### config.mk
export PLATFORM = sky130hd
export DESIGN_NAME = pfci_ctrl
export DESIGN_NICKNAME = d
export VERILOG_FILES = /design/src/rtl/pfci_pkg.sv /design/src/rtl/pfci_ctrl.sv
export VERILOG_INCLUDE_DIRS = /design/src /design/src/rtl
export SDC_FILE = /design/constraint.sdc
export NUM_CORES = 1
export LEC_CHECK = 0
export BUFFER_PORTS_ARGS = -buffer_cell sky130_fd_sc_hd__buf_4
export CORE_ASPECT_RATIO = 1.75
export CORE_UTILIZATION = 42
export DETAILED_ROUTE_END_ITERATION = 6
export GPL_TIMING_DRIVEN = 0
export SETUP_SLACK_MARGIN = 0.02
export SYNTH_ARGS = -nofsm -noshare
export SYNTH_HDL_FRONTEND = slang
export SYNTH_SLANG_ARGS = --single-unit
export TNS_END_PERCENT = 30
### constraint.sdc
create_clock -name mclk_i -period 4.08 [get_ports mclk_i]
set_clock_uncertainty 0.1 [all_clocks]
set_input_delay 0.816 -clock mclk_i [delete_from_list [all_inputs] [get_ports mclk_i]]
set_output_delay 0.816 -clock mclk_i [all_outputs]
set_load 0.05 [all_outputs]
### src/rtl/pfci_regs.svh
`ifndef PFCI_REGS_SVH
`define PFCI_REGS_SVH
`define PFCI_ADR_CMD 8'h00
`define PFCI_ADR_ADDR 8'h04
`define PFCI_ADR_DATA 8'h08
`define PFCI_ADR_STAT 8'h0C
`define PFCI_ADR_RDAT 8'h10
`define PFCI_UNL1_ADDR 19'h00555
`define PFCI_UNL2_ADDR 19'h002AA
`define PFCI_UNL1_DATA 8'hAA
`define PFCI_UNL2_DATA 8'h55
`define PFCI_PROG_DATA 8'hA0
`define PFCI_ERASE_DATA 8'h80
`define PFCI_SECT_DATA 8'h20
`define PFCI_CHIP_DATA 8'h10
`define PFCI_IDIN_DATA 8'h90
`define PFCI_IDEX_DATA 8'hF0
`define PFCI_TOGGLE_BIT 6
`define PFCI_WR_LOW_NS 40
`define PFCI_WR_HIGH_NS 40
`define PFCI_RD_NS 80
`define PFCI_CLK_NS 40
`endif
### src/rtl/pfci_pkg.sv
package pfci_pkg;
    typedef enum logic [2:0] {
        PFCI_OP_PROG = 3'h0,
        PFCI_OP_SECT = 3'h1,
        PFCI_OP_CHIP = 3'h2,
        PFCI_OP_IDIN = 3'h3,
        PFCI_OP_IDEX = 3'h4,
        PFCI_OP_IDEX3 = 3'h5,
        PFCI_OP_READ = 3'h6,
        PFCI_OP_POLL = 3'h7
    } pfci_op_t;
    typedef struct packed {
        logic ce_n;
        logic oe_n;
        logic we_n;
        logic [18:0] addr;
        logic [7:0] dq;
        logic dq_oe;
    } pfci_pins_t;
endpackage : pfci_pkg

### src/rtl/pfci_ctrl.sv
`timescale 1ns/1ps
`default_nettype none
`include "pfci_regs.svh"
module pfci_ctrl #(
    parameter int POLL_MAX = 4000000
) (
    input wire logic mclk_i,
    input wire logic srst_i,
    input wire logic [7:0] cpu_addr_i,
    input wire logic [31:0] cpu_wdata_i,
    input wire logic cpu_wr_i,
    input wire logic cpu_rd_i,
    output logic [31:0] cpu_rdata_o,
    output pfci_pkg::pfci_pins_t pins_o,
    input wire logic [7:0] dq_i
);
    import pfci_pkg::*;

    // ------------------------------------------------------------
    // Timing
    // ------------------------------------------------------------
    // Strobe widths far exceed the glitch floor of the device
    localparam int WL_CYC =
        (`PFCI_WR_LOW_NS + `PFCI_CLK_NS - 1) / `PFCI_CLK_NS;
    localparam int WH_CYC =
        (`PFCI_WR_HIGH_NS + `PFCI_CLK_NS - 1) / `PFCI_CLK_NS;
    localparam int RD_CYC =
        (`PFCI_RD_NS + `PFCI_CLK_NS - 1) / `PFCI_CLK_NS;

    typedef enum logic [2:0] {
        S_IDLE = 3'b000,
        S_WLOW = 3'b001,
        S_WHIGH = 3'b010,
        S_RLOW = 3'b011,
        S_RGAP = 3'b100
    } pfci_st_t;

    function automatic logic [26:0] step(input pfci_op_t op,
            input logic [2:0] i, input logic [18:0] a, input logic [7:0] d);
        logic [18:0] ad;
        logic [7:0] dt;
        ad = (i[0] == 1'b0) ? `PFCI_UNL1_ADDR : `PFCI_UNL2_ADDR;
        dt = (i[0] == 1'b0) ? `PFCI_UNL1_DATA : `PFCI_UNL2_DATA;
        unique case (op)
            PFCI_OP_PROG: begin
                // Unlock writes, program code, then target byte
                if (i == 3'h2) begin
                    ad = `PFCI_UNL1_ADDR;
                    dt = `PFCI_PROG_DATA;
                end
                if (i == 3'h3) begin
                    ad = a;
                    dt = d;
                end
            end
            PFCI_OP_SECT, PFCI_OP_CHIP: begin
                // Six-write erase sequence
                if (i == 3'h2) begin
                    ad = `PFCI_UNL1_ADDR;
                    dt = `PFCI_ERASE_DATA;
                end
                if (i == 3'h3) begin
                    ad = `PFCI_UNL1_ADDR;
                    dt = `PFCI_UNL1_DATA;
                end
                if (i == 3'h4) begin
                    ad = `PFCI_UNL2_ADDR;
                    dt = `PFCI_UNL2_DATA;
                end
                if (i == 3'h5) begin
                    ad = (op == PFCI_OP_SECT) ? a : `PFCI_UNL1_ADDR;
                    dt = (op == PFCI_OP_SECT) ? `PFCI_SECT_DATA
                                              : `PFCI_CHIP_DATA;
                end
            end
            PFCI_OP_IDIN, PFCI_OP_IDEX3: begin
                // Unlock then entry or exit code
                if (i == 3'h2) begin
                    ad = `PFCI_UNL1_ADDR;
                    dt = (op == PFCI_OP_IDIN) ? `PFCI_IDIN_DATA
                                              : `PFCI_IDEX_DATA;
                end
            end
            PFCI_OP_IDEX: begin
                ad = a;
                dt = `PFCI_IDEX_DATA;
            end
            default: begin
                ad = a;
                dt = d;
            end
        endcase
        return {ad, dt};
    endfunction : step

    function automatic logic [2:0] nwrites(input pfci_op_t op);
        unique case (op)
            PFCI_OP_PROG: return 3'h4;
            PFCI_OP_SECT, PFCI_OP_CHIP: return 3'h6;
            PFCI_OP_IDIN, PFCI_OP_IDEX3: return 3'h3;
            PFCI_OP_IDEX: return 3'h1;
            default: return 3'h0;
        endcase
    endfunction : nwrites

    pfci_st_t st_reg, st_next;
    pfci_op_t op_reg, op_next;
    logic [2:0] idx_reg, idx_next;
    logic [3:0] tmr_reg, tmr_next;
    logic [18:0] addr_reg, addr_next;
    logic [7:0] data_reg, data_next;
    logic [7:0] rdat_reg, rdat_next;
    logic [7:0] prev_reg, prev_next;
    logic first_reg, first_next;
    logic busy_reg, busy_next;
    logic tout_reg, tout_next;
    logic [31:0] pcnt_reg, pcnt_next;
    logic [31:0] cpu_rdata_reg, cpu_rdata_next;
    pfci_pins_t pins_reg, pins_next;
    logic [26:0] stp;

    assign stp = step(op_reg, idx_reg, addr_reg, data_reg);
    assign cpu_rdata_o = cpu_rdata_reg;
    assign pins_o = pins_reg;

    // ------------------------------------------------------------
    // Sequencer
    // ------------------------------------------------------------
    always_comb begin
        st_next = st_reg;
        op_next = op_reg;
        idx_next = idx_reg;
        tmr_next = tmr_reg;
        addr_next = addr_reg;
        data_next = data_reg;
        rdat_next = rdat_reg;
        prev_next = prev_reg;
        first_next = first_reg;
        busy_next = busy_reg;
        tout_next = tout_reg;
        pcnt_next = pcnt_reg;
        pins_next = pins_reg;
        cpu_rdata_next = 32'h0;
        if (cpu_rd_i) begin
            unique case (cpu_addr_i)
                `PFCI_ADR_ADDR: cpu_rdata_next = {13'h0, addr_reg};
                `PFCI_ADR_DATA: cpu_rdata_next = {24'h0, data_reg};
                `PFCI_ADR_STAT: cpu_rdata_next = {29'h0, tout_reg,
                                                  busy_reg, st_reg == S_IDLE};
                `PFCI_ADR_RDAT: cpu_rdata_next = {24'h0, rdat_reg};
                default: cpu_rdata_next = 32'h0;
            endcase
        end
        if (cpu_wr_i && st_reg == S_IDLE && !busy_reg) begin
            // Only lines 14..0 matter for commands; upper held valid
            if (cpu_addr_i == `PFCI_ADR_ADDR) begin
                addr_next = cpu_wdata_i[18:0];
            end
            if (cpu_addr_i == `PFCI_ADR_DATA) begin
                data_next = cpu_wdata_i[7:0];
            end
        end
        unique case (st_reg)
            S_IDLE: begin
                pins_next.ce_n = 1'b1;
                pins_next.oe_n = 1'b1;
                pins_next.we_n = 1'b1;
                pins_next.dq_oe = 1'b0;
                // New command only after completion poll
                if (cpu_wr_i && cpu_addr_i == `PFCI_ADR_CMD && !busy_reg) begin
                    op_next = pfci_op_t'(cpu_wdata_i[2:0]);
                    idx_next = 3'h0;
                    tout_next = 1'b0;
                    if (op_next == PFCI_OP_READ) begin
                        st_next = S_RLOW;
                        tmr_next = 4'(RD_CYC);
                        pins_next.addr = addr_reg;
                        pins_next.ce_n = 1'b0;
                        pins_next.oe_n = 1'b0;
                    end else if (op_next != PFCI_OP_POLL) begin
                        st_next = S_WHIGH;
                        tmr_next = 4'(WH_CYC);
                    end
                end
            end
            S_WHIGH: begin
                if (tmr_reg > 4'h1) begin
                    tmr_next = tmr_reg - 4'h1;
                end else begin
                    // Gate high and select low while strobing
                    st_next = S_WLOW;
                    tmr_next = 4'(WL_CYC);
                    pins_next.addr = stp[26:8];
                    pins_next.dq = stp[7:0];
                    pins_next.dq_oe = 1'b1;
                    pins_next.oe_n = 1'b1;
                    pins_next.ce_n = 1'b0;
                    pins_next.we_n = 1'b0;
                end
            end
            S_WLOW: begin
                if (tmr_reg > 4'h1) begin
                    tmr_next = tmr_reg - 4'h1;
                end else begin
                    // Rising strobe latches data; bus released after the last write only
                    // Address and data set with the fall, both held over rise
                    pins_next.we_n = 1'b1;
                    idx_next = idx_reg + 3'h1;
                    if (idx_next == nwrites(op_reg)) begin
                        st_next = S_RGAP;
                        tmr_next = 4'(WH_CYC);
                        busy_next = (op_reg == PFCI_OP_PROG) ||
                                    (op_reg == PFCI_OP_SECT) ||
                                    (op_reg == PFCI_OP_CHIP);
                        first_next = 1'b1;
                        pcnt_next = 32'h0;
                    end else begin
                        st_next = S_WHIGH;
                        tmr_next = 4'(WH_CYC);
                    end
                end
            end
            S_RLOW: begin
                // Bus floated, gate and select low for read
                pins_next.dq_oe = 1'b0;
                if (tmr_reg > 4'h1) begin
                    tmr_next = tmr_reg - 4'h1;
                end else begin
                    pins_next.ce_n = 1'b1;
                    pins_next.oe_n = 1'b1;
                    rdat_next = dq_i;
                    prev_next = dq_i;
                    st_next = S_RGAP;
                    tmr_next = 4'(WH_CYC);
                    if (busy_reg) begin
                        // Done once toggle bit stops
                        if (!first_reg && dq_i[`PFCI_TOGGLE_BIT] ==
                                prev_reg[`PFCI_TOGGLE_BIT]) begin
                            busy_next = 1'b0;
                        end
                        first_next = 1'b0;
                        pcnt_next = pcnt_reg + 32'h1;
                        if (pcnt_reg == 32'(POLL_MAX)) begin
                            busy_next = 1'b0;
                            tout_next = 1'b1;
                        end
                    end
                end
            end
            S_RGAP: begin
                pins_next.ce_n = 1'b1;
                pins_next.dq_oe = 1'b0;
                if (tmr_reg > 4'h1) begin
                    tmr_next = tmr_reg - 4'h1;
                end else if (busy_reg) begin
                    // Polling starts after last strobe rise
                    st_next = S_RLOW;
                    tmr_next = 4'(RD_CYC);
                    pins_next.ce_n = 1'b0;
                    pins_next.oe_n = 1'b0;
                end else begin
                    st_next = S_IDLE;
                end
            end
            default: st_next = S_IDLE;
        endcase
    end

    always_ff @(posedge mclk_i) begin
        if (srst_i) begin
            st_reg <= S_IDLE;
            op_reg <= PFCI_OP_READ;
            idx_reg <= 3'h0;
            tmr_reg <= 4'h0;
            addr_reg <= 19'h0;
            data_reg <= 8'h0;
            rdat_reg <= 8'h0;
            prev_reg <= 8'h0;
            first_reg <= 1'b0;
            busy_reg <= 1'b0;
            tout_reg <= 1'b0;
            pcnt_reg <= 32'h0;
            cpu_rdata_reg <= 32'h0;
            pins_reg <= '{ce_n: 1'b1, oe_n: 1'b1, we_n: 1'b1,
                          addr: 19'h0, dq: 8'h0, dq_oe: 1'b0};
        end else begin
            st_reg <= st_next;
            op_reg <= op_next;
            idx_reg <= idx_next;
            tmr_reg <= tmr_next;
            addr_reg <= addr_next;
            data_reg <= data_next;
            rdat_reg <= rdat_next;
            prev_reg <= prev_next;
            first_reg <= first_next;
            busy_reg <= busy_next;
            tout_reg <= tout_next;
            pcnt_reg <= pcnt_next;
            cpu_rdata_reg <= cpu_rdata_next;
            pins_reg <= pins_next;
        end
    end
endmodule : pfci_ctrl
`default_nettype wire

After elaboration in Yosys (flattened, before gate mapping)
Index checks and enable logic that the tools add are counted.

Input port bits: 52. Bits in registers: 146. Output and inout bits: 63. Logic and storage cells: 177.

$lt $le $gt $ge: 1. Equality and inequality tests: 34. Bitwise operators: 2. Reduce and logical (&&, ||, !) cells: 41. Mux-type cells: 78. Add/sub/neg operators: 3.

Operators by type and width (number): 32-bit 2-to-1 mux (4); 19-bit 2-to-1 mux (6); 19-bit one-hot mux with 4 select lines (1); 8-bit 2-to-1 mux (8); 32-bit one-hot mux with 2 select lines (1); 19-bit one-hot mux with 3 select lines (1); 19-bit one-hot mux with 2 select lines (1); 3-bit 2-to-1 mux (12); 11-bit 2-to-1 mux (3); 32-bit by 1-bit adder with 32-bit output (second input constant) (1); 32-bit by 22-bit equality test with 1-bit output (second input constant) (1); 8-bit one-hot mux with 4 select lines (1); 31-bit 2-to-1 mux (1); 4-bit 2-to-1 mux (6); 3-bit by 2-bit equality test with 1-bit output (second input constant) (6); 3-bit equality test (second input constant) (6); 8-bit by 4-bit equality test with 1-bit output (second input constant) (2); 2-bit inequality test (second input constant) (8); 1-bit 2-to-1 mux (15); 3-bit one-hot mux with 5 select lines (1); 5-bit AND reduction (3); 2-bit 2-to-1 mux (6); 3-bit one-hot mux with 4 select lines (1); 4-bit one-hot mux with 3 select lines (1); other kinds (32) (63).

Longest topological paths before layout
Gate-level depths: netlist (run 1).

Word-level depth: 9. Depth in mapped cells: 11.

Least setup slack after synthesis (run 1)
Ideal clock, no wire load.

Path kind: reg2reg. From: register idx_reg[0]. To: register pcnt_reg[26]. Library setup time: 0.128 ns. Slack: 1.251 ns. Cell stages (with the launch flop): 12. Arrival time: 2.601 ns. Path buffers: 3. Cell sequence: dfxtp_1 -> buf_4 -> clkbuf_1 -> inv_1 -> ha_1 -> xor2_1 -> o31ai_2 -> a31oi_2 -> buf_2 -> a211oi_1 -> xnor2_1 -> nor2_1.

Cells in the longest elaborated chain, start to end: 4.

RTL lines: start: declaration (line pfci_ctrl.sv:108) `logic [2:0] idx_reg, idx_next;`; start signal: assignment (line pfci_ctrl.sv:289) `idx_reg <= idx_next;`; 3-bit by 1-bit adder with 3-bit output (line pfci_ctrl.sv:208) `idx_next = idx_reg + 3'h1;`; 3-bit equality test (line pfci_ctrl.sv:209) `if (idx_next == nwrites(op_reg)) begin`; 2-bit inequality test (no line); 5-bit AND reduction (no line); end signal: assignment (line pfci_ctrl.sv:298) `pcnt_reg <= pcnt_next;`; end: declaration (line pfci_ctrl.sv:117) `logic [31:0] pcnt_reg, pcnt_next;`.

No other way between the ends. A chain may end at the register's enable or synchronous reset.

Worst setup path in the final report (run 1)
From: register idx_reg[0]. To: register pcnt_reg[27].

The elaborated chain is that of the path after synthesis.

==> reports/qor.yml, run 1 <==
status:
  status: "complete, but fails checks"
  failing_checks: "design-rule violations"
placed_design:
  gp_congestion: 0.8751
  placed_cells: 1097
  detailedPlacementHpwl_um: 15860
  placement.io_buffers: 88
route:
  drt_pre_antenna_iters: 7
  antenna_left: 0
  detailedRoute.firstIterationViolations: 285
  viasPerCell: 5.698
  detail_route.wl_per_cell_um: 18.60
  totalWireLength_um: 21000
  drc_violation_count_after_routing: 11
  via_count: 6433
die:
  die_h_um: 170.0
  chip_width_um: 97.99
  initial_core_util: 0.4286
  core-area_um2: 15800
  io_pins: 115
  rows: 61
  floorplan.die_area_um2: 16650
logic_synthesis:
  synth.distinct_cells: 84
  synth_top_flop_cell: "dfxtp_1"
  synth.top_cell.area_share: 0.3932
  synthCells: 808
  synth.largest_area_cell: "dfxtp_1"
  synth.cells.most_frequent: "dfxtp_1 (133), nand2_1 (100), nor2_1 (84), a21oi_1 (76), clkbuf_1 (33)"
  post_synthesis_cell_area_um2: 6771
  synth.ff_latch_count: 133
  synth_area_per_inst_um2: 8.381
  synth_sequential_area_ratio: 0.3932
  yosys.cell_count.top_type: "dfxtp_1"
  post_synth_main_area_contributors: "dfxtp_1 (39%), a21oi_1 (5.6%), nand2_1 (5.5%)"
  number_of_synthesized_flops_with_an_enable_pin: 0
  synth.yosys.warnings: 0
  asyncSetResetFlopFracSynth: 0
layout:
  multi_input_area_um2: 3781
  area_growth_pct: 22.30
  instances_no_fill: 1129
  layout-drive-gt1-share: 0.2011
  max_ffs_per_register: 32
  layout.area.seq_um2: 2663
  layout.filler_cells: 1583
  nets: 988
  diodes: 0
clocking:
  post_cts_resized: 0
  cts_tree: "built"
  max-clock-path-buffers: 2
  postCtsHoldBufs: 0
  htree_levels: 4
  cts_root_buf: "clkbuf_16"
  cts_made_buffers: 17
  clk_latency_ns: 0.42
  cts_sinks: 133
  clkTransAtPathRegs_ns: 0.07
  post_cts_buffers: 0
critical_path:
  critical_path.cell_chain: "buf_4, clkbuf_1, inv_1, ha_1, xor2_1, o31ai_2, a31oi_2, buf_2, a211oi_1, xnor2_1, nor2_1"
  timing.critical_path.required_ns: 4.27
  critPathCaptureType: "flip-flop"
  startpoint: "idx_reg[0]$_SDFFE_PP0P_"
  worstReg2RegStart: "idx_reg[0]$_SDFFE_PP0P_"
  worst_ep_arrival_time_ns: 3.64
  worst_setup_path_start_kind: "flip-flop"
  worst-setup-path-type: "reg -> reg"
  timing.critical_path.slowest_cell_delay_ns: 0.41
  critPathMaxFanout: 10
  slowest_stage: "ha_1"
global_routing:
  grt_antenna_before_repair: 0
  global_route.usage.total: 0.2530
  grt_overflow_total: 0
  grt_start_max_net_pins: 17
  first_pass_grt_wire_length_um: 32330
  first_global_vias: 6216
timing:
  post-route-min-period_ns: 3.447
  layout_worst_path_cycle_share: 0.8449
  maxClockFrequency_mhz: 290.1
  fin_setup_tns_ns: 0
  rsz0062_at_grt: "no"
  hold_viol_final: 0
  count_of_pins_over_their_slew_limit: 0
  setup_viol: 0
  tightest_slew_ns: 0.9276
  timing.slew.headroom: 0.3750
pwr:
  leakage_nw: 2.976
  ir_worst_vdd_mv: 0.2861
  total_power_mw: 4.027
  power_density_over_cell_area_nw_per_um2: 486.2
run:
  cap_violations: 0
worst_hold_path:
  timing.hold.worst.class: "reg -> reg"
  min-delay-start: "prev_reg[4]$_SDFFE_PP0P_"
## cells in the final DEF (no fill, tap or decap), drive strengths merged, types with 4 or more instances in the layout
cell type and instances:
o22ai 7, o211ai 4, nor2b 5, or2 6, inv 22, nand2b 10, conb 13, a221o 7
ha 9, a2111oi 6, a222oi 8, o31ai 6, buf 117, clkinv 5, and3 11, or4 4
xor2 5, nor3b 4, mux2i 13, nand3b 4, clkbuf 50, nand2 100, o21ai 33, or3 11
a211oi 17, nor4 13, a21oi 77, nor3 22, and2 13, nand4 20, nand3 24, xnor2 20
a22oi 8, nor2 84, dfxtp 133
## layout make-up
| class | instances | area share |
|---|---|---|
| clock inverters | 15 | 0.01722 |
| clock buffers | 17 | 0.05137 |
| well taps | 189 | 0.02855 |
| multi-input cells | 611 | 0.4566 |
| flip-flops and latches | 133 | 0.3215 |
| repair buffers | 88 | 0.07977 |
| inverters | 14 | 0.006345 |
| plain buffers | 62 | 0.03868 |
## report_power, final
part	total, mW	internal (mW)	switching, mW
registers	1.41	1.36	0.0470
logic	1.14	0.326	0.809
clock network	1.49	0.807	0.678
total	4.03	2.49	1.53
## routing by layer
metal	routed length (um)	vias to the layer above	part of all wire	track usage
met5	0	-	0	0
met4	1049	0	0.050	0.1568
met3	900	59	0.043	0.03901
met2	11610	200	0.55	0.5028
met1	7441	3031	0.35	0.2360
li1	-	3143	-	-
## final timing paths
kind / cells past startpoint / to / slack (ns)
setup reg to reg: 11 / pcnt_reg[27]$_SDFFE_PP0P_ / 0.63
setup / recovery: 11 / pcnt_reg[27]$_SDFFE_PP0P_ / 0.63
hold reg to reg: 2 / prev_reg[4]$_SDFFE_PP0P_ / 0.36
hold / removal: 2 / prev_reg[4]$_SDFFE_PP0P_ / 0.36
## critical path: cells and delay by family (launching register included)
family | cells | cell delay (ns)
AO/OA/AOI/OAI | 3 | 1.05
XOR/XNOR | 2 | 0.34
adder cells (fa/ha/maj) | 1 | 0.41
buffers and inverters | 4 | 0.99
flip-flops | 1 | 0.36
AND/OR/NAND/NOR | 1 | 0.05
## stage by stage
step           hold WS, ns  setup WS [ns]  utilization  instance area, um2
2_1_floorplan       0.3357          1.251            -                6817
3_3_place_gp        0.3410         0.6805       0.4882                7714
3_5_place_dp        0.3462         0.6567       0.4882                7714
4_1_cts             0.3564         0.6469       0.5242                8282
5_1_grt             0.3755         0.4848       0.5242                8282
6_report            0.3596         0.6329       0.5242                8282
## cells by family after synthesis
group           count (synthesis)  synth area share
xor+xnor                       25           0.03234
compound gates                203            0.2153
buf+inv                        76           0.05506
mux                            14           0.02088
other cells                     1         0.0005538
simple gates                  346            0.2646
fa+ha+maj                      10           0.01811
flops                         133            0.3932
No activity file was read; power rests on OpenSTA's default activity.
==> run 2: changes to the inputs <==
Clock period 4.08 ns to 3.04 ns, I/O delays scaled along.
==> run 2 against run 1 <==
Effect of this change:
- the flow still finishes with violations (design-rule violations)
- final area grew 2.2%
- global-route usage up 0.052 points
- power is 37% higher
- largest power group unchanged
- hold slack worse by 0.036 ns
- critical path depth rose by 1
- register-to-register slack got worse by 0.52 ns
- die area stayed put
- worst setup slack worse by 0.52 ns
==> reports/qor.yml, run 2 (same netlist as run 1, synthesis figures left out) <==
status:
  failing_checks: "design-rule violations"
  status: "complete, but fails checks"
clocking:
  cts_sinks: 133  # unchanged
  cts_made_buffers: 17  # unchanged
  postCtsHoldBufs: 0  # unchanged
  clk_latency_ns: 0.42  # about the same
  max-clock-path-buffers: 2  # unchanged
  cts_tree: "built"
  htree_levels: 4  # unchanged
  clkTransAtPathRegs_ns: 0.07  # about the same
  cts_root_buf: "clkbuf_16"
critical_path:
  worst_r2r_path_depth: 12  # +1
  critical_path.reg2reg.endpoint: "pins_o[11]$_SDFFE_PP0P_"
  worst-setup-path-type: "reg -> reg"
  worst-r2r-setup-slack_ns: 0.11  # -0.52 ns
  critPathMaxFanout: 10  # unchanged
  timing.critical_path.required_ns: 3.25  # -1.02 ns
  worst_ep_arrival_time_ns: 3.14  # -0.50 ns
  worstReg2RegStart: "idx_reg[0]$_SDFFE_PP0P_"
  critPathCaptureType: "flip-flop"
  worst_setup_path_start_kind: "flip-flop"
global_routing:
  first_pass_grt_wire_length_um: 32440  # +0.32%
  grt_antenna_before_repair: 0  # unchanged
  globalRouteMet3Util: 0.03901  # unchanged
  grtUsageMet1: 0.2383  # +0.002297
  grt_overflow_total: 0  # unchanged
  grt.met2_usage: 0.5024  # about the same
  grt.busiest_layer: "met2"
  global_route.usage.total: 0.2535  # +0.0005234
  grt_start_max_net_pins: 17  # unchanged
  first_global_vias: 6189  # -0.43%
layout:
  layout.filler_cells: 1564  # -1.2%
  instances_no_fill: 1138  # +0.80%
  diodes: 0  # unchanged
  mostFrequentLayoutCells: "dfxtp_1 (133), buf_4 (113), nand2_1 (100), nor2_1 (83), a21oi_1 (76)"
  max_ffs_per_register: 32  # unchanged
  area_growth_pct: 25.02
  layout.cell_area.non_filler_um2: 8466  # +2.2%
  mostFrequentLayoutCell: "dfxtp_1"
  layout-drive-gt1-share: 0.2223  # +0.02128
  nets: 997  # +0.91%
die:
  floorplan.die_area_um2: 16650  # unchanged
  rows: 61  # unchanged
  die_h_um: 170.0  # unchanged
  initial_core_util: 0.4286  # unchanged
  io_pins: 115  # unchanged
  core-area_um2: 15800  # unchanged
  chip_width_um: 97.99  # unchanged
timing:
  worst_slack_ns: 0.1095  # -0.5234 ns
  tightest_slew_ns: 0.9342  # +0.006571 ns
  post-route-min-period_ns: 2.931  # -0.5166 ns
  layout_worst_path_cycle_share: 0.9640  # +0.1191
  hold_viol_final: 0  # unchanged
  maxClockFrequency_mhz: 341.2  # +18%
  rsz0062_at_grt: "yes"
  setup_viol: 0  # unchanged
  whs_ns: 0.3236  # -0.03599 ns
  timing.slew.headroom: 0.3706  # -0.004428
  count_of_pins_over_their_slew_limit: 0  # unchanged
  fin_setup_tns_ns: 0  # unchanged
placed_design:
  gp_congestion: 0.8751  # unchanged
  detailedPlacementHpwl_um: 15860  # unchanged
  dp_worst_setup_slack_ns: -0.3833  # -1.040 ns
  placed_cells: 1097  # unchanged
  detailed_place.area_um2: 7714  # unchanged
  placement.io_buffers: 88  # unchanged
run:
  cap_violations: 0  # unchanged
route:
  drt_pre_antenna_iters: 7  # unchanged
  viasPerCell: 5.638  # -1.1%
  drc_violation_count_after_routing: 11  # unchanged
  detail_route.wl_per_cell_um: 18.57  # -0.16%
  antenna_left: 0  # unchanged
  detailedRoute.firstIterationViolations: 305  # +7.0%
  via_count: 6416  # -0.26%
  totalWireLength_um: 21140  # +0.63%
worst_hold_path:
  whs_endpoint: "prev_reg[4]$_SDFFE_PP0P_"
  min_delay_path_depth: 3  # +1
  timing.hold.worst.class: "in -> reg"
  min-delay-start: "dq_i[4]"
pwr:
  power_density_over_cell_area_nw_per_um2: 652.9  # +34%
  leakage_nw: 3.053  # +2.6%
  ir_worst_vdd_mv: 0.3857  # +35%
-- run 2: cell types whose count changed in the layout (fill, tap and decap cells not counted), moves of 2 or more --
cell,previous run,this run
buf_4,104,113
clkbuf_1,33,30
ha_1,9,6
ha_2,0,3
buf_12,0,2
clkbuf_2,0,2
-- run 2: final cells by class --
cell class                 count  area [um2]  area share
inverter                      14       52.55    0.006208
tap                          189       236.5     0.02793
buffer                        62       329.1     0.03887
clock inverter                15       142.6     0.01685
multi-input combinational    611        3864      0.4564
sequential                   133        2663      0.3145
timing repair buffer          97       753.2     0.08897
clock buffer                  17       425.4     0.05025
-- run 2: repair_timing --
action,4_1_cts,5_1_grt
endpoints found under the setup margin,44,41
setup buffers,0,9
pin swaps,2,5
resized for setup,7,17
-- run 2: worst max-delay path by stage --
stage	from	cells after the start	to
final	idx_reg[0]$_SDFFE_PP0P_	12	pins_o[11]$_SDFFE_PP0P_
after detailed placement	idx_reg[0]$_SDFFE_PP0P_	11	pcnt_reg[27]$_SDFFE_PP0P_
after global routing	idx_reg[0]$_SDFFE_PP0P_	12	pins_o[11]$_SDFFE_PP0P_
after floorplan	idx_reg[0]$_SDFFE_PP0P_	11	pcnt_reg[26]$_SDFFE_PP0P_
after CTS	idx_reg[0]$_SDFFE_PP0P_	11	pcnt_reg[3]$_SDFFE_PP0P_
after global placement	idx_reg[0]$_SDFFE_PP0P_	11	pcnt_reg[27]$_SDFFE_PP0P_
-- run 2: worst max-delay path: stages (launching register included) --
cell	delay (ns)
dfxtp_1	0.36
buf_4	0.18
buf_4	0.18
inv_1	0.09
ha_2	0.22
or4b_4	0.54
nor2_4	0.14
nor4_2	0.08
nor3_4	0.22
buf_12	0.15
a211oi_4	0.05
buf_4	0.20
a221o_1	0.30
-- run 2: report_power, final --
part           total, mW  leakage (nW)  internal [mW]  switching [mW]
registers           1.89          1.07           1.82          0.0641
logic               1.65          1.71          0.522            1.12
clock network       1.99         0.275           1.08           0.911
-- run 2: per-stage QoR --
step	power [mW]	util
floorplan	2.978	-
global placement	3.425	0.4882
detailed placement	3.439	0.4882
CTS	5.442	0.5266
global route	5.742	0.5358
finish	5.527	0.5358
-- run 2: routing by layer --
| layer | routed length, um | share of wire |
|---|---|---|
| met3 | 760 | 0.036 |
| met2 | 11660 | 0.55 |
| met4 | 1038 | 0.049 |
| met5 | 0 | 0 |
| met1 | 7681 | 0.36 |
==> run 3: changes to the inputs <==
Settings changed: CORE_MARGIN set to 8.
==> run 3 against run 2 <==
Effect of this change:
- the run now ends clean
- sequential cell count unchanged
- first-iteration DRC count up 39%
- fmax down 0.70%
- worst setup slack worse by 0.021 ns
- power up 0.12%
- critical endpoint is now pins_o[15]$_SDFFE_PP0P_
- largest power group unchanged
==> reports/qor.yml, run 3 (same netlist as run 1, synthesis figures left out) <==
placed_design:
  placed_cells: 1097  # unchanged
  gp_congestion: 0.9019  # +3.1%
  placement.io_buffers: 88  # unchanged
  detailedPlacementHpwl_um: 16630  # +4.8%
  dp_worst_setup_slack_ns: -0.3509  # +0.03241 ns
global_routing:
  grt_overflow_total: 0  # unchanged
  grt_antenna_before_repair: 0  # unchanged
  grt_start_max_net_pins: 17  # unchanged
  first_pass_grt_wire_length_um: 34290  # +5.7%
  global_route.usage.total: 0.2108  # -0.04275
  first_global_vias: 6515  # +5.3%
clocking:
  htree_levels: 4  # unchanged
  clk_latency_ns: 0.42  # about the same
  cts_made_buffers: 17  # unchanged
  cts_tree: "built"
  cts_root_buf: "clkbuf_16"
  cts_sinks: 133  # unchanged
  clkTransAtPathRegs_ns: 0.07  # about the same
  postCtsHoldBufs: 0  # unchanged
  max-clock-path-buffers: 2  # unchanged
status:
  status: "complete, no violations"
timing:
  layout_worst_path_cycle_share: 0.9708  # +0.006773
  setup_viol: 0  # unchanged
  maxClockFrequency_mhz: 338.9  # -0.70%
  post-route-min-period_ns: 2.951  # +0.02059 ns
  count_of_pins_over_their_slew_limit: 0  # unchanged
  hold_viol_final: 0  # unchanged
  rsz0062_at_grt: "yes"
  worst_slack_ns: 0.08886  # -0.02059 ns
  timing.slew.headroom: 0.5013  # +0.1307
  tightest_slew_ns: 0.7453  # -0.1889 ns
critical_path:
  critPathMaxFanout: 10  # unchanged
  critPathCaptureType: "flip-flop"
  timing.critical_path.required_ns: 3.25  # about the same
  worstReg2RegStart: "idx_reg[0]$_SDFFE_PP0P_"
  worst-setup-path-type: "reg -> reg"
  worst_setup_path_start_kind: "flip-flop"
  worst_ep_arrival_time_ns: 3.16  # +0.02 ns
  startpoint: "idx_reg[0]$_SDFFE_PP0P_"
die:
  floorplan.die_area_um2: 20600  # +24%
  chip_width_um: 112.0  # +14%
  rows: 61  # unchanged
  die_h_um: 184.0  # +8.2%
  core-area_um2: 15880  # +0.48%
  io_pins: 115  # unchanged
  initial_core_util: 0.4265  # -0.002061
route:
  drt_pre_antenna_iters: 6  # -1
  detailedRoute.firstIterationViolations: 423  # +39%
  routedLengthMet1_um: 7795  # +1.5%
  wl_met2_um: 12300  # +5.6%
  detail_route.wl_per_cell_um: 19.23  # +3.5%
  via_count: 6471  # +0.86%
  totalWireLength_um: 21850  # +3.4%
  antenna_left: 0  # unchanged
  dr_wl_met3_um: 1040  # +37%
  topRoutingLayerUsed: "met4"
  drc_violation_count_after_routing: 0  # -11
  viasPerCell: 5.696  # +1.0%
layout:
  instances_no_fill: 1136  # -0.18%
  layout-drive-gt1-share: 0.2196  # -0.002698
  nets: 995  # -0.20%
  diodes: 0  # unchanged
  mostFrequentLayoutCells: "dfxtp_1 (132), buf_4 (109), nand2_1 (100), nor2_1 (83), a21oi_1 (75)"
  mostFrequentLayoutCell: "dfxtp_1"
  area_growth_pct: 24.94  # about the same
  max_ffs_per_register: 32  # unchanged
worst_hold_path:
  timing.hold.worst.class: "in -> reg"
  min-delay-start: "cpu_wdata_i[11]"
pwr:
  leakage_nw: 3.046  # -0.22%
  ir_worst_vdd_mv: 0.4429  # +15%
  power_density_over_cell_area_nw_per_um2: 654.1  # +0.18%
run:
  cap_violations: 0  # unchanged
run 3: layout make-up:
class	instances	area, um2
flip-flops and latches	133	2664
clock inverters	15	138.9
multi-input cells	611	3859
repair buffers	95	750.7
clock buffers	17	425.4
inverters	14	52.55
plain buffers	62	334.1
fillers	1571	7415
well taps	189	236.5
run 3: where the power goes:
| part | internal [mW] | total [mW] | switching (mW) |
|---|---|---|---|
| sequential | 1.82 | 1.89 | 0.0610 |
| clock | 1.08 | 1.97 | 0.891 |
| combinational | 0.549 | 1.68 | 1.13 |
run 3: critical path, cell delays in order (launching register included):
cell and delay, ns:
dfxtp_2 0.35, buf_6 0.14, buf_4 0.17, inv_1 0.09, ha_2 0.22, or4b_1 0.54, nor2_2 0.20, nor4_2 0.09
nor3_4 0.22, buf_12 0.15, a211oi_4 0.05, buf_4 0.20, a221o_1 0.29
run 3: per-stage QoR:
step	total power [mW]	util	area [um2]	hold slack, ns	TNS (ns)
final	5.534	0.5329	8461	0.3302	0
after CTS	5.417	0.5252	8338	0.3202	0
after global placement	3.428	0.4859	7714	0.3432	-8.201
after global routing	5.781	0.5329	8461	0.3271	-0.05341
after floorplan	2.978	-	6817	0.3357	0
after detailed placement	3.430	0.4859	7714	0.3501	-9.120
run 3: path summary, 6_finish.rpt:
| check | to | slack [ns] | cells after the start |
|---|---|---|---|
| worst max register to register | pins_o[15]$_SDFFE_PP0P_ | 0.09 | 12 |
| worst min register to register | pins_o[8]$_SDFFE_PP0P_ | 0.36 | 2 |
| worst min-delay path | addr_reg[11]$_SDFFE_PP0P_ | 0.33 | 3 |
| worst max-delay path | pins_o[15]$_SDFFE_PP0P_ | 0.09 | 12 |
run 3: layer usage:
layer,up-vias,track usage
li1,3164,-
met1,3080,0.1961
met4,0,0.1064
met3,42,0.04474
met5,-,0
met2,185,0.4194
run 3: what timing repair did:
| action | in CTS | in global routing |
|---|---|---|
| gates resized for setup | 9 | 14 |
| setup buffers | 2 | 5 |
| pin swaps | 1 | 6 |
| setup endpoints to repair | 44 | 25 |
| cloned | 0 | 0 |
